==> src/rtl/hap_pkg.sv <==
// Constants for the haptic driver register bank
// Functional notes
// Drive config bit 7: 0 power-down, 1 normal drive.
// Drive config bit 6: over-drive off/on, meant for ERM.
// Drive config bit 5: over-drive rail, 0 ground brake, 1 supply.
// Drive config bit 4: 0 resonant actuator, 1 rotating mass motor.
// Drive config bits 1:0: PWM divide by 1, 128, 256, 512.
// Drive config bits 3:2 and level config bits 1:0 unused.
// Level config bits 7:5: input resistance 8 to 22 kohm, default 001.
// Level config bits 4:2: regulator level 2.4-3.6 V, default 011, 111 undefined.
// Status bit 3: 1 when supply valid, 0 under undervoltage.
// Status bit 2: 1 when regulator output valid, 0 below 70 percent.
// Status bit 1 active low: 0 while thermal protection tripped.
// Status bits 7:4 and 0 reserved; bit 0 reads 0.
// Status register read-only, resets to 0000_1110.
// Drive config resets 1001_0000, level config resets 0010_1100.
// Defaults load at power-up; works with serial pins unconnected.
// Resonant mode divides 10-50 kHz PWM by programmed ratio.
// Drive amplitude follows duty; half duty stops motor.
// Vibration maximal at 1 percent and 99 percent duty.
// Bus address 0000110 plus read/write bit.
// Register pointer advances by one after each data byte; the code leaves it unchanged after a read byte the host NACKs.
// Host sends pointer byte before every write.
// Pointer set without repeated start: following bytes are write data.
// Writes to status or undefined addresses change nothing.
package hap_pkg;
  localparam logic [6:0] DEV_ADDR     = 7'h06;
  localparam logic [7:0] DRIVE_OFS    = 8'h20;
  localparam logic [7:0] LEVEL_OFS    = 8'h21;
  localparam logic [7:0] HEALTH_OFS   = 8'h22;
  localparam logic [7:0] DRIVE_RST    = 8'h90;
  localparam logic [7:0] LEVEL_RST    = 8'h2c;
  localparam logic [7:0] HEALTH_RST   = 8'h0e;
  localparam logic [7:0] DRIVE_MASK   = 8'hf3;
  localparam logic [7:0] LEVEL_MASK   = 8'hfc;
  localparam int         EN_BIT       = 7;
  localparam int         OD_BIT       = 6;
  localparam int         RAIL_BIT     = 5;
  localparam int         KIND_BIT     = 4;
  localparam int         DIV_LSB      = 0;
  localparam int         RES_LSB      = 5;
  localparam int         REG_LSB      = 2;
  localparam int         SUP_BIT      = 3;
  localparam int         RGOOD_BIT    = 2;
  localparam int         THERM_BIT    = 1;
  localparam logic [2:0] REG_UNDEF    = 3'h7;
  localparam logic [9:0] DIV128_M1    = 10'h07f;
  localparam logic [9:0] DIV256_M1    = 10'h0ff;
  localparam logic [9:0] DIV512_M1    = 10'h1ff;
  localparam logic [1:0] DIV_ONE      = 2'h0;
  localparam logic [1:0] DIV_128      = 2'h1;
  localparam logic [1:0] DIV_256      = 2'h2;
endpackage

==> src/rtl/hap_pwm_div.sv <==
// PWM input divider for resonant actuator mode
`timescale 1ns/1ps
module hap_pwm_div
(
  // Clock and reset
  input  wire logic       core_clk,
  input  wire logic       arst_n,
  // Control
  input  wire logic [1:0] div_sel,
  input  wire logic       pwm_in,
  // Result
  output logic            pwm_out
);
  logic       pwm_d_reg;
  logic [9:0] cnt_reg;
  logic [9:0] term;

  always_comb
  begin
    case (div_sel)
      hap_pkg::DIV_128: term = hap_pkg::DIV128_M1;
      hap_pkg::DIV_256: term = hap_pkg::DIV256_M1;
      default:          term = hap_pkg::DIV512_M1;
    endcase
  end

  always_ff @(posedge core_clk or negedge arst_n)
  begin
    if (!arst_n)
      pwm_d_reg <= 1'b0;
    else
      pwm_d_reg <= pwm_in;
  end

  // Output toggles every half ratio of input rising edges
  always_ff @(posedge core_clk or negedge arst_n)
  begin
    if (!arst_n)
    begin
      cnt_reg <= 10'h000;
      pwm_out <= 1'b0;
    end
    else if (div_sel == hap_pkg::DIV_ONE)
    begin
      cnt_reg <= 10'h000;
      pwm_out <= pwm_in;
    end
    else if (pwm_in && !pwm_d_reg)
    begin
      if (cnt_reg >= (term >> 1))
      begin
        cnt_reg <= 10'h000;
        pwm_out <= !pwm_out;
      end
      else
        cnt_reg <= cnt_reg + 10'h001;
    end
  end
endmodule // hap_pwm_div

==> src/rtl/hap_i2c_rx.sv <==
// I2C bus line sampler: start, stop and clock edge detection
`timescale 1ns/1ps
module hap_i2c_rx
(
  // Clock and reset
  input  wire logic core_clk,
  input  wire logic arst_n,
  // Bus lines
  input  wire logic scl_in,
  input  wire logic sda_in,
  // Events
  output logic      scl_rise,
  output logic      scl_fall,
  output logic      start_det,
  output logic      stop_det,
  output logic      sda_now
);
  logic scl_q_reg;
  logic sda_q_reg;

  // Idle high so floating pins never fake a start
  always_ff @(posedge core_clk or negedge arst_n)
  begin
    if (!arst_n)
    begin
      scl_q_reg <= 1'b1;
      sda_q_reg <= 1'b1;
    end
    else
    begin
      scl_q_reg <= scl_in;
      sda_q_reg <= sda_in;
    end
  end

  assign sda_now   = sda_q_reg;
  assign scl_rise  = scl_in && !scl_q_reg;
  assign scl_fall  = !scl_in && scl_q_reg;
  assign start_det = scl_in && scl_q_reg && !sda_in && sda_q_reg;
  assign stop_det  = scl_in && scl_q_reg && sda_in && !sda_q_reg;
endmodule // hap_i2c_rx

==> src/rtl/hap_regbank.sv <==
// Haptic driver register bank with I2C slave port
`timescale 1ns/1ps
module hap_regbank
(
  // Clock and reset
  input  wire logic       core_clk,
  input  wire logic       arst_n,
  // I2C pins
  input  wire logic       scl_in,
  input  wire logic       sda_in,
  output logic            sda_out,
  output logic            sda_oe,
  // Analog monitors
  input  wire logic       supply_ok,
  input  wire logic       regulator_good,
  input  wire logic       thermal_ok,
  // PWM path
  input  wire logic       pwm_in,
  output logic            pwm_drive,
  // Configuration to analog
  output logic            drive_on,
  output logic            overdrive_on,
  output logic            overdrive_rail_sel,
  output logic            actuator_kind,
  output logic [1:0]      pwm_div_sel,
  output logic [2:0]      input_res_sel,
  output logic [2:0]      regulator_level_sel
);
  typedef enum logic [4:0] {
    ST_IDLE = 5'h01,
    ST_ADDR = 5'h02,
    ST_PTR  = 5'h04,
    ST_WDAT = 5'h08,
    ST_RDAT = 5'h10
  } hap_state_t;

  hap_state_t state_reg;
  logic [7:0] drive_config_reg;
  logic [7:0] level_config_reg;
  logic [7:0] health_reg;
  logic [7:0] ptr_reg;
  logic [7:0] shift_reg;
  logic [3:0] bit_reg;
  logic       rw_reg;
  logic       ack_phase_reg;
  logic       nack_reg;
  logic       scl_rise;
  logic       scl_fall;
  logic       start_det;
  logic       stop_det;
  logic       sda_now;
  logic [7:0] rbyte;
  logic       raw_pwm;
  logic       byte_end;
  logic       ack_end;
  logic       addr_hit;
  logic       oe_next;
  logic [7:0] rbyte_nxt;
  hap_state_t state_next;

  function automatic logic [7:0] read_mux(input logic [7:0] a, input logic [7:0] d,
                                          input logic [7:0] l, input logic [7:0] h);
    case (a)
      hap_pkg::DRIVE_OFS:  read_mux = d;
      hap_pkg::LEVEL_OFS:  read_mux = l;
      hap_pkg::HEALTH_OFS: read_mux = h;
      default:             read_mux = 8'h00;
    endcase
  endfunction

  hap_i2c_rx u_rx
  (
    .core_clk  (core_clk),
    .arst_n    (arst_n),
    .scl_in    (scl_in),
    .sda_in    (sda_in),
    .scl_rise  (scl_rise),
    .scl_fall  (scl_fall),
    .start_det (start_det),
    .stop_det  (stop_det),
    .sda_now   (sda_now)
  );

  assign rbyte     = read_mux(ptr_reg, drive_config_reg, level_config_reg, health_reg);
  // Next byte's MSB leaves on the same edge that steps the pointer
  assign rbyte_nxt = read_mux(ptr_reg + 8'h01, drive_config_reg, level_config_reg,
                              health_reg);

  // SCL falls that close the eighth bit and the acknowledge slot
  assign byte_end  = scl_fall && bit_reg == 4'h8 && !ack_phase_reg;
  assign ack_end   = scl_fall && ack_phase_reg;
  assign addr_hit  = shift_reg[7:1] == hap_pkg::DEV_ADDR;

  // Bit counter: 0..7 data, 8 acknowledge slot
  always_ff @(posedge core_clk or negedge arst_n)
  begin
    if (!arst_n)
    begin
      bit_reg   <= 4'h0;
      shift_reg <= 8'h00;
    end
    else if (start_det || stop_det)
    begin
      bit_reg   <= 4'h0;
    end
    else if (scl_rise && bit_reg < 4'h8)
    begin
      shift_reg <= {shift_reg[6:0], sda_now};
      bit_reg   <= bit_reg + 4'h1;
    end
    else if (scl_fall && ack_phase_reg)
      bit_reg   <= 4'h0;
  end

  // Acknowledge slot begins after eighth bit falls
  always_ff @(posedge core_clk or negedge arst_n)
  begin
    if (!arst_n)
      ack_phase_reg <= 1'b0;
    else if (start_det || stop_det)
      ack_phase_reg <= 1'b0;
    else if (scl_fall && bit_reg == 4'h8)
      ack_phase_reg <= !ack_phase_reg;
  end

  // Master acknowledge on read byte, sampled in the slot
  always_ff @(posedge core_clk or negedge arst_n)
  begin
    if (!arst_n)
      nack_reg <= 1'b0;
    else if (start_det)
      nack_reg <= 1'b0;
    else if (scl_rise && ack_phase_reg && state_reg == ST_RDAT)
      nack_reg <= sda_now;
  end

  // Transaction state; moves at end of each acknowledge slot
  always_comb
  begin
    state_next = state_reg;
    if (start_det)
      state_next = ST_ADDR;
    else if (stop_det)
      state_next = ST_IDLE;
    else if (byte_end && state_reg == ST_ADDR && !addr_hit)
      state_next = ST_IDLE;
    else if (ack_end)
    begin
      case (state_reg)
        ST_ADDR:  state_next = rw_reg ? ST_RDAT : ST_PTR;
        ST_PTR:   state_next = ST_WDAT;
        ST_WDAT:  state_next = ST_WDAT;
        ST_RDAT:  state_next = nack_reg ? ST_IDLE : ST_RDAT;
        default:  state_next = ST_IDLE;
      endcase
    end
  end

  always_ff @(posedge core_clk or negedge arst_n)
  begin
    if (!arst_n)
      state_reg <= ST_IDLE;
    else
      state_reg <= state_next;
  end

  // Direction bit taken with the address byte, matched or not
  always_ff @(posedge core_clk or negedge arst_n)
  begin
    if (!arst_n)
      rw_reg <= 1'b0;
    else if (byte_end && state_reg == ST_ADDR)
      rw_reg <= shift_reg[0];
  end

  // Pointer load and auto increment
  always_ff @(posedge core_clk or negedge arst_n)
  begin
    if (!arst_n)
      ptr_reg <= hap_pkg::DRIVE_OFS;
    else if (scl_fall && bit_reg == 4'h8 && !ack_phase_reg)
    begin
      if (state_reg == ST_PTR)
        ptr_reg <= shift_reg;
      else if (state_reg == ST_WDAT)
        ptr_reg <= ptr_reg + 8'h01;
    end
    else if (scl_fall && ack_phase_reg && state_reg == ST_RDAT && !nack_reg)
      ptr_reg <= ptr_reg + 8'h01;
  end

  // Writable registers; reserved bits held at zero
  always_ff @(posedge core_clk or negedge arst_n)
  begin
    if (!arst_n)
    begin
      drive_config_reg <= hap_pkg::DRIVE_RST;
      level_config_reg <= hap_pkg::LEVEL_RST;
    end
    else if (scl_fall && bit_reg == 4'h8 && !ack_phase_reg && state_reg == ST_WDAT)
    begin
      if (ptr_reg == hap_pkg::DRIVE_OFS)
        drive_config_reg <= shift_reg & hap_pkg::DRIVE_MASK;
      else if (ptr_reg == hap_pkg::LEVEL_OFS)
        level_config_reg <= shift_reg & hap_pkg::LEVEL_MASK;
      // Status and unmapped pointers are silently dropped
    end
  end

  // Status snapshot; software cannot write it
  always_ff @(posedge core_clk or negedge arst_n)
  begin
    if (!arst_n)
      health_reg <= hap_pkg::HEALTH_RST;
    else
    begin
      health_reg <= 8'h00;
      health_reg[hap_pkg::SUP_BIT]   <= supply_ok;
      health_reg[hap_pkg::RGOOD_BIT] <= regulator_good;
      health_reg[hap_pkg::THERM_BIT] <= thermal_ok;
    end
  end

  // Open-drain SDA: ack slots and read data bits, changed only after SCL falls
  always_comb
  begin
    oe_next = sda_oe;
    if (start_det || stop_det)
      oe_next = 1'b0;
    else if (byte_end)
      oe_next = (state_reg == ST_ADDR && addr_hit) || state_reg == ST_PTR
                || state_reg == ST_WDAT;
    else if (ack_end && state_reg == ST_ADDR)
      oe_next = rw_reg && !rbyte[7];
    else if (ack_end && state_reg == ST_RDAT)
      oe_next = !nack_reg && !rbyte_nxt[7];
    else if (ack_end)
      oe_next = 1'b0;
    else if (scl_fall && state_reg == ST_RDAT && bit_reg < 4'h8)
      oe_next = !rbyte[3'h7 - bit_reg[2:0]];
    else if (scl_fall)
      oe_next = 1'b0;
  end

  always_ff @(posedge core_clk or negedge arst_n)
  begin
    if (!arst_n)
      sda_oe <= 1'b0;
    else
      sda_oe <= oe_next;
  end

  assign sda_out = 1'b0;

  assign drive_on            = drive_config_reg[hap_pkg::EN_BIT];
  assign overdrive_on        = drive_config_reg[hap_pkg::OD_BIT];
  assign overdrive_rail_sel  = drive_config_reg[hap_pkg::RAIL_BIT];
  assign actuator_kind       = drive_config_reg[hap_pkg::KIND_BIT];
  assign pwm_div_sel         = drive_config_reg[hap_pkg::DIV_LSB +: 2];
  assign input_res_sel       = level_config_reg[hap_pkg::RES_LSB +: 3];
  assign regulator_level_sel = level_config_reg[hap_pkg::REG_LSB +: 3];

  hap_pwm_div u_div
  (
    .core_clk (core_clk),
    .arst_n   (arst_n),
    .div_sel  (actuator_kind ? hap_pkg::DIV_ONE : pwm_div_sel),
    .pwm_in   (pwm_in),
    .pwm_out  (raw_pwm)
  );

  // Duty carries amplitude downstream; power-down parks at midpoint-free low
  always_ff @(posedge core_clk or negedge arst_n)
  begin
    if (!arst_n)
      pwm_drive <= 1'b0;
    else
      pwm_drive <= drive_on && raw_pwm;
  end
endmodule // hap_regbank

==> config.mk <==
export PLATFORM = sky130hd
export DESIGN_NAME = hap_regbank
export DESIGN_NICKNAME = d
export VERILOG_FILES = /design/src/rtl/hap_pkg.sv /design/src/rtl/hap_pwm_div.sv /design/src/rtl/hap_i2c_rx.sv /design/src/rtl/hap_regbank.sv
export SDC_FILE = /design/constraint.sdc
export NUM_CORES = 1
export LEC_CHECK = 0
export BUFFER_PORTS_ARGS = -buffer_cell sky130_fd_sc_hd__buf_2
export CORE_MARGIN = 2
export CORE_UTILIZATION = 60
export CTS_CLUSTER_DIAMETER = 60
export DETAILED_ROUTE_END_ITERATION = 8
export PLACE_DENSITY = 0.9
export SYNTH_ARGS = -nofsm -noshare
export SYNTH_HDL_FRONTEND = slang
export SYNTH_SLANG_ARGS = --single-unit
==> constraint.sdc <==
create_clock -name core_clk -period 4.8 [get_ports core_clk]
set_input_delay 0.96 -clock core_clk [delete_from_list [all_inputs] [get_ports core_clk]]
set_output_delay 0.96 -clock core_clk [all_outputs]
set_load 0.1 [all_outputs]
**After elaboration in Yosys (flattened, before gate mapping)**

Index checks and enable logic that the tools add are counted.

- Register bits: 59
- Input bits: 8
- Output and inout bits: 15
- Word-level logic and storage cells: 134

- $add $sub $neg: 4
- $lt $le $gt $ge: 3
- Equality and inequality tests: 15
- Multiplexer cells: 37
- Bitwise operators: 2
- Reduce and logical (&&, ||, !) cells: 56

Operators by type and width:

| kind | number |
|---|---|
| equality test 8 x 6 -> 1 bit (second input constant) | 6 |
| one-hot mux 8 bit (3 select lines) | 2 |
| two-way mux 8 bit | 4 |
| two-way mux 10 bit | 3 |
| two-way mux 5 bit | 6 |
| logical AND 1 bit | 26 |
| one-hot mux 9 bit (2 select lines) | 1 |
| two-way mux 1 bit | 15 |
| one-hot mux 5 bit (3 select lines) | 1 |
| zero test 1 bit | 12 |
| two-way mux 4 bit | 3 |
| adder 10 x 1 -> 10 bit (second input constant) | 1 |
| >= comparator 10 x 9 -> 1 bit | 1 |
| nonzero test 2 bit | 5 |
| adder 8 x 1 -> 8 bit (second input constant) | 1 |
| AND reduction 2 bit | 4 |
| equality test 7 x 3 -> 1 bit (second input constant) | 1 |
| nonzero test 7 bit | 1 |
| equality test 5 x 2 -> 1 bit (second input constant) | 1 |
| equality test 5 x 3 -> 1 bit (second input constant) | 1 |
| equality test 5 x 4 -> 1 bit (second input constant) | 1 |
| equality test 5 bit (second input constant) | 1 |
| adder 4 x 1 -> 4 bit (second input constant) | 1 |
| equality test 4 bit (second input constant) | 1 |
| other kinds (15) | 18 |

**Longest topological paths before layout**

- Depth after elaboration: 11
- Depth in mapped cells: 9

**Modules after synthesis**

A second synthesis with hierarchy kept.

- Cell total of the unflattened synthesis: 317
- Area, all modules: 3291.9 um^2

Modules (own cells, without submodules):

| module | times used | cells each | area an instance (um^2) | seq. area each (um^2) |
|---|---|---|---|---|
| hap_regbank | 1 | 246 | 2509.9 | 1138.6 |
| hap_pwm_div | 1 | 65 | 696.9 | 300.3 |
| hap_i2c_rx | 1 | 6 | 85.1 | 52.6 |

**Worst setup path after synthesis**

Ideal clock, no wire load.

- Kind: reg2reg
- Start: register drive_config_reg[1]
- End: register u_div.pwm_out
- Library setup time: 0.125 ns
- Arrival time: 2.726 ns
- Data required time: 4.675 ns
- Slack: 1.950 ns
- Stages on the path, launching flop included: 10
- Path through: dfrtp_1 nand2b_1 ha_1 inv_1 ha_1 or4_1 a21o_1 and2_1 clkbuf_1 mux2_2

- Longest elaborated chain between the ends: 6
- Elaborated cells on any way between the ends: 10
- Classes of those cells: order compare (1); eq/ne (2); mux (3); reduce/logical (4)

Ends and longest elaborated chain:

| what | RTL line | RTL |
|---|---|---|
| start, declared | hap_regbank.sv:38 | `logic [7:0] drive_config_reg;` |
| start signal, assigned | hap_regbank.sv:197 | `drive_config_reg <= hap_pkg::DRIVE_RST;` |
| start signal, assigned | hap_regbank.sv:203 | `drive_config_reg <= shift_reg & hap_pkg::DRIVE_MASK;` |
| two-way mux 2 bit * | hap_regbank.sv:267 | `.div_sel (actuator_kind ? hap_pkg::DIV_ONE : pwm_div_sel),` |
| equality test 2 bit / equality test 2 x 1 -> 1 bit (equally long branches) | hap_pwm_div.sv:20 | `case (div_sel)` |
| one-hot mux 9 bit (2 select lines) | hap_pwm_div.sv:20 |  |
| >= comparator 10 x 9 -> 1 bit | hap_pwm_div.sv:50 | `if (cnt_reg >= (term >> 1))` |
| nonzero test 2 bit (no line) | -- |  |
| AND reduction 2 bit (no line) | -- |  |
| end signal, assigned | hap_pwm_div.sv:46 | `pwm_out <= pwm_in;` |
| end signal, assigned | hap_pwm_div.sv:53 | `pwm_out <= !pwm_out;` |
| end, declared | hap_pwm_div.sv:12 | `output logic pwm_out` |

Mark *: on every way between the ends. The rest lies on a longest branch, timed or not.
A chain may end at the register's enable or synchronous reset.

**Worst setup path after layout**

- Start: input port scl_in
- End: register ptr_reg[4]

- Longest elaborated chain between the ends: 7
- Elaborated cells on any way between the ends: 11
- Classes of those cells: eq/ne (1); mux (1); reduce/logical (9)

Ends and longest elaborated chain:

| what | RTL line | RTL |
|---|---|---|
| start, declared | hap_regbank.sv:9 | `input wire logic scl_in,` |
| zero test 1 bit * | hap_i2c_rx.sv:38 | `assign scl_fall = !scl_in && scl_q_reg;` |
| logical AND 1 bit * | hap_i2c_rx.sv:38 |  |
| logical AND 1 bit (3 in a row) | hap_regbank.sv:188 | `else if (scl_fall && ack_phase_reg && state_reg == ST_RDAT && !nack_reg)` |
| nonzero test 2 bit (no line) | -- |  |
| AND reduction 2 bit (no line) | -- |  |
| end signal, assigned | hap_regbank.sv:184 | `ptr_reg <= shift_reg;` |
| end signal, assigned | hap_regbank.sv:186 | `ptr_reg <= ptr_reg + 8'h01;` |
| end signal, assigned | hap_regbank.sv:189 | `ptr_reg <= ptr_reg + 8'h01;` |
| end, declared | hap_regbank.sv:41 | `logic [7:0] ptr_reg;` |

Marked as above.

==> flow_metrics.tcl <==
set metrics [dict create \
    setup_ws_ns 2.19 \
    synth_xor_area_frac 0.0213 \
    antenna_found_initial 0 \
    antenna_cells 0 \
    first_pass_iters 6 \
    synthToLayoutAreaGrowth_pct 12.7 \
    grt_pass1_vias 2591 \
    min_period_ns 2.61 \
    nets 387 \
    rsz0062_at_grt "no" \
    vias 2766 \
    final_cells 443 \
    drc 0 \
    hold_viol_final 0 \
    postCtsSetupRepairBufs 0 \
    largest_reg_flops 10 \
    layout-drive-gt1-share 0.196 \
    fin_setup_tns_ns 0 \
    synthArstFlopShare 1.00 \
    ys_types 57 \
    fp.coreArea_um2 5200 \
    final_antenna_net_count 0 \
    p_leak_uw 0.00175 \
    wl_per_cell_um 17.5 \
    cts_buffers 9 \
    vdd_drop_max_v 0.000357 \
    r2r-start "state_reg[3]" \
    ys_ff_latch 59 \
    hpwl_um 5270 \
    portBuffers 21 \
    clk_pin_slew_worst_paths_ns 0.07 \
    crit_path_max_fanout 16 \
    hold_buffers 0 \
    slew_headroom 0.408 \
    synth_simple_gate_area_frac 0.230 \
    cap_violations 0 \
    synth_edf_count 0 \
    synth_compound_area_frac 0.149 \
    grt.overflow.total 0 \
    n_fill_cell 389 \
    vias_per_cell 6.24 \
    netlist_instances 345 \
    cts-resized-gates 0 \
    syn_area_per_cell_um2 9.54 \
    dieArea_um2 6090 \
    synth_top_area_share 0.357 \
    clock_path_buffers 2 \
    worstSetupPathType "input pin to flip-flop" \
    track_usage 0.279 \
    synthAdderAreaFrac 0.0418 \
    cp-startpoint "scl_in" \
    clk_latency_ns 0.34 \
    final_common_cell "nand2_1" \
    arrival_ns 2.87 \
    ios 23 \
    status "complete, no violations" \
    synth_area_um2 3290 \
    critPathLaunchType "input pin" \
    final_cell_mix "56 x nand2_1, 47 x dfrtp_1, 21 x nor2_1, 21 x buf_2, 20 x o21ai_0" \
    grt_max_degree 60 \
    fin_crit_sh 0.543 \
    synth-warning-count 0 \
    yosysTopAreaCell "dfrtp_1" \
    hp-start "u_div.cnt_reg[9]" \
    ys_seq_area_frac 0.453 \
    drv_slew 0 \
    dp_cells 427 \
    yosys-mux-area-fraction 0.0719 \
    synth_top_family_by_area "simple AND/OR/NAND/NOR gates" \
    finClkSkew_ns 0.00861 \
    dp_slack_ns 1.87 \
    synth_area_leaders "dfrtp_1 36%, dfstp_2 9.6%, nand2_1 6.4%, mux2_2 4.4%, ha_1 4.2%" \
    cts.sinks 59 \
    timing.fmax_mhz 384 \
    worst_pin_slew_ns 0.888 \
    setup_viol 0 \
    finalWirelength_um 7760 \
    powerDensity_nw_per_um2 369 \
    cp.required_ns 5.06 \
    endpoint_kind "flip-flop" \
    synthFlopType "dfrtp_1" \
    row_count 26 \
    syn-num-nets 364 \
    cts_tree "built" \
    gp_congestion 0.901 \
    die_x_um 78.1 \
    initial_core_util 0.632 \
    grt_pass1_wl_um 13000 \
    htreeDepth 3 \
    clock-root-buffer "clkbuf_8" \
    dieHeight_um 78.1 \
    hold_path_class "flip-flop to flip-flop" \
    drt-initial-drc-count 295 \
]
==> final cells by class <==
type / count / area, um2 / share of cell area
multi-input combinational: 261 / 1700 / 0.458
sequential: 59 / 1490 / 0.402
clock buffer: 12 / 165 / 0.0445
timing repair buffer: 23 / 120 / 0.0324
clock inverter: 4 / 95.1 / 0.0256
tap: 70 / 87.6 / 0.0236
inverter: 14 / 52.6 / 0.0142
==> per-layer routing <==
metal,GRT usage,wire length (um),vias to the layer above
li1,-,-,1289
met1,0.390,3380,1311
met2,0.420,3520,142
met3,0.0632,634,24
met4,0.125,225,0
met5,0,0,-
==> critical path, cell delays in order <==
cell and delay (ns):
buf_2 0.15, nand2b_1 0.24, or4_1 0.60, o32ai_2 0.50
o21ai_0 0.23, a22oi_1 0.19
==> kinds of logic (layout without fill, tap and decap cells) <==
family,count (synthesis),in the layout
compound gates,73,73
xor+xnor,8,8
fa+ha+maj,11,11
buf+inv,25,53
flops,59,59
mux,22,22
other cells,1,1
simple gates,146,146
==> synthesized netlist by cell type, drive strengths merged (4+ instances only) <==
cell type  instances
nand3             13
buf                4
a21oi             11
nor2b              5
mux2              13
mux2i              9
nand2             56
inv               14
dfrtp             47
clkbuf             7
dfstp             12
a31oi              7
nor2              22
nand2b             6
nor3              10
a22oi              9
o21ai             20
and3               6
ha                11
xnor2              5
==> through the flow <==
step	power (uW)	utilization	area, um2	hold slack [ns]
5_1_grt	1420	0.713	3710	0.548
2_1_floorplan	722	-	3290	0.457
3_3_place_gp	772	0.663	3450	0.476
4_1_cts	1370	0.713	3710	0.506
6_report	1370	0.713	3710	0.496
3_5_place_dp	780	0.663	3450	0.491
==> power by group <==
| part | switching (uW) | total (uW) | internal (uW) |
|---|---|---|---|
| logic | 91.3 | 153 | 61.6 |
| registers | 86.1 | 629 | 543 |
| clock network | 199 | 586 | 387 |
| total | 377 | 1370 | 991 |
==> final timing paths <==
kind / to / slack [ns] / depth (start not counted)
max: ptr_reg[4] / 2.19 / 6
max in group asynchronous: rw_reg / 3.55 / 2
min reg2reg: u_div.cnt_reg[9] / 0.50 / 2
max reg2reg: ptr_reg[4] / 2.30 / 5
min: u_div.cnt_reg[9] / 0.50 / 2
min in group asynchronous: nack_reg / 0.74 / 2
Note: power is estimated with default switching activity, not from simulation.
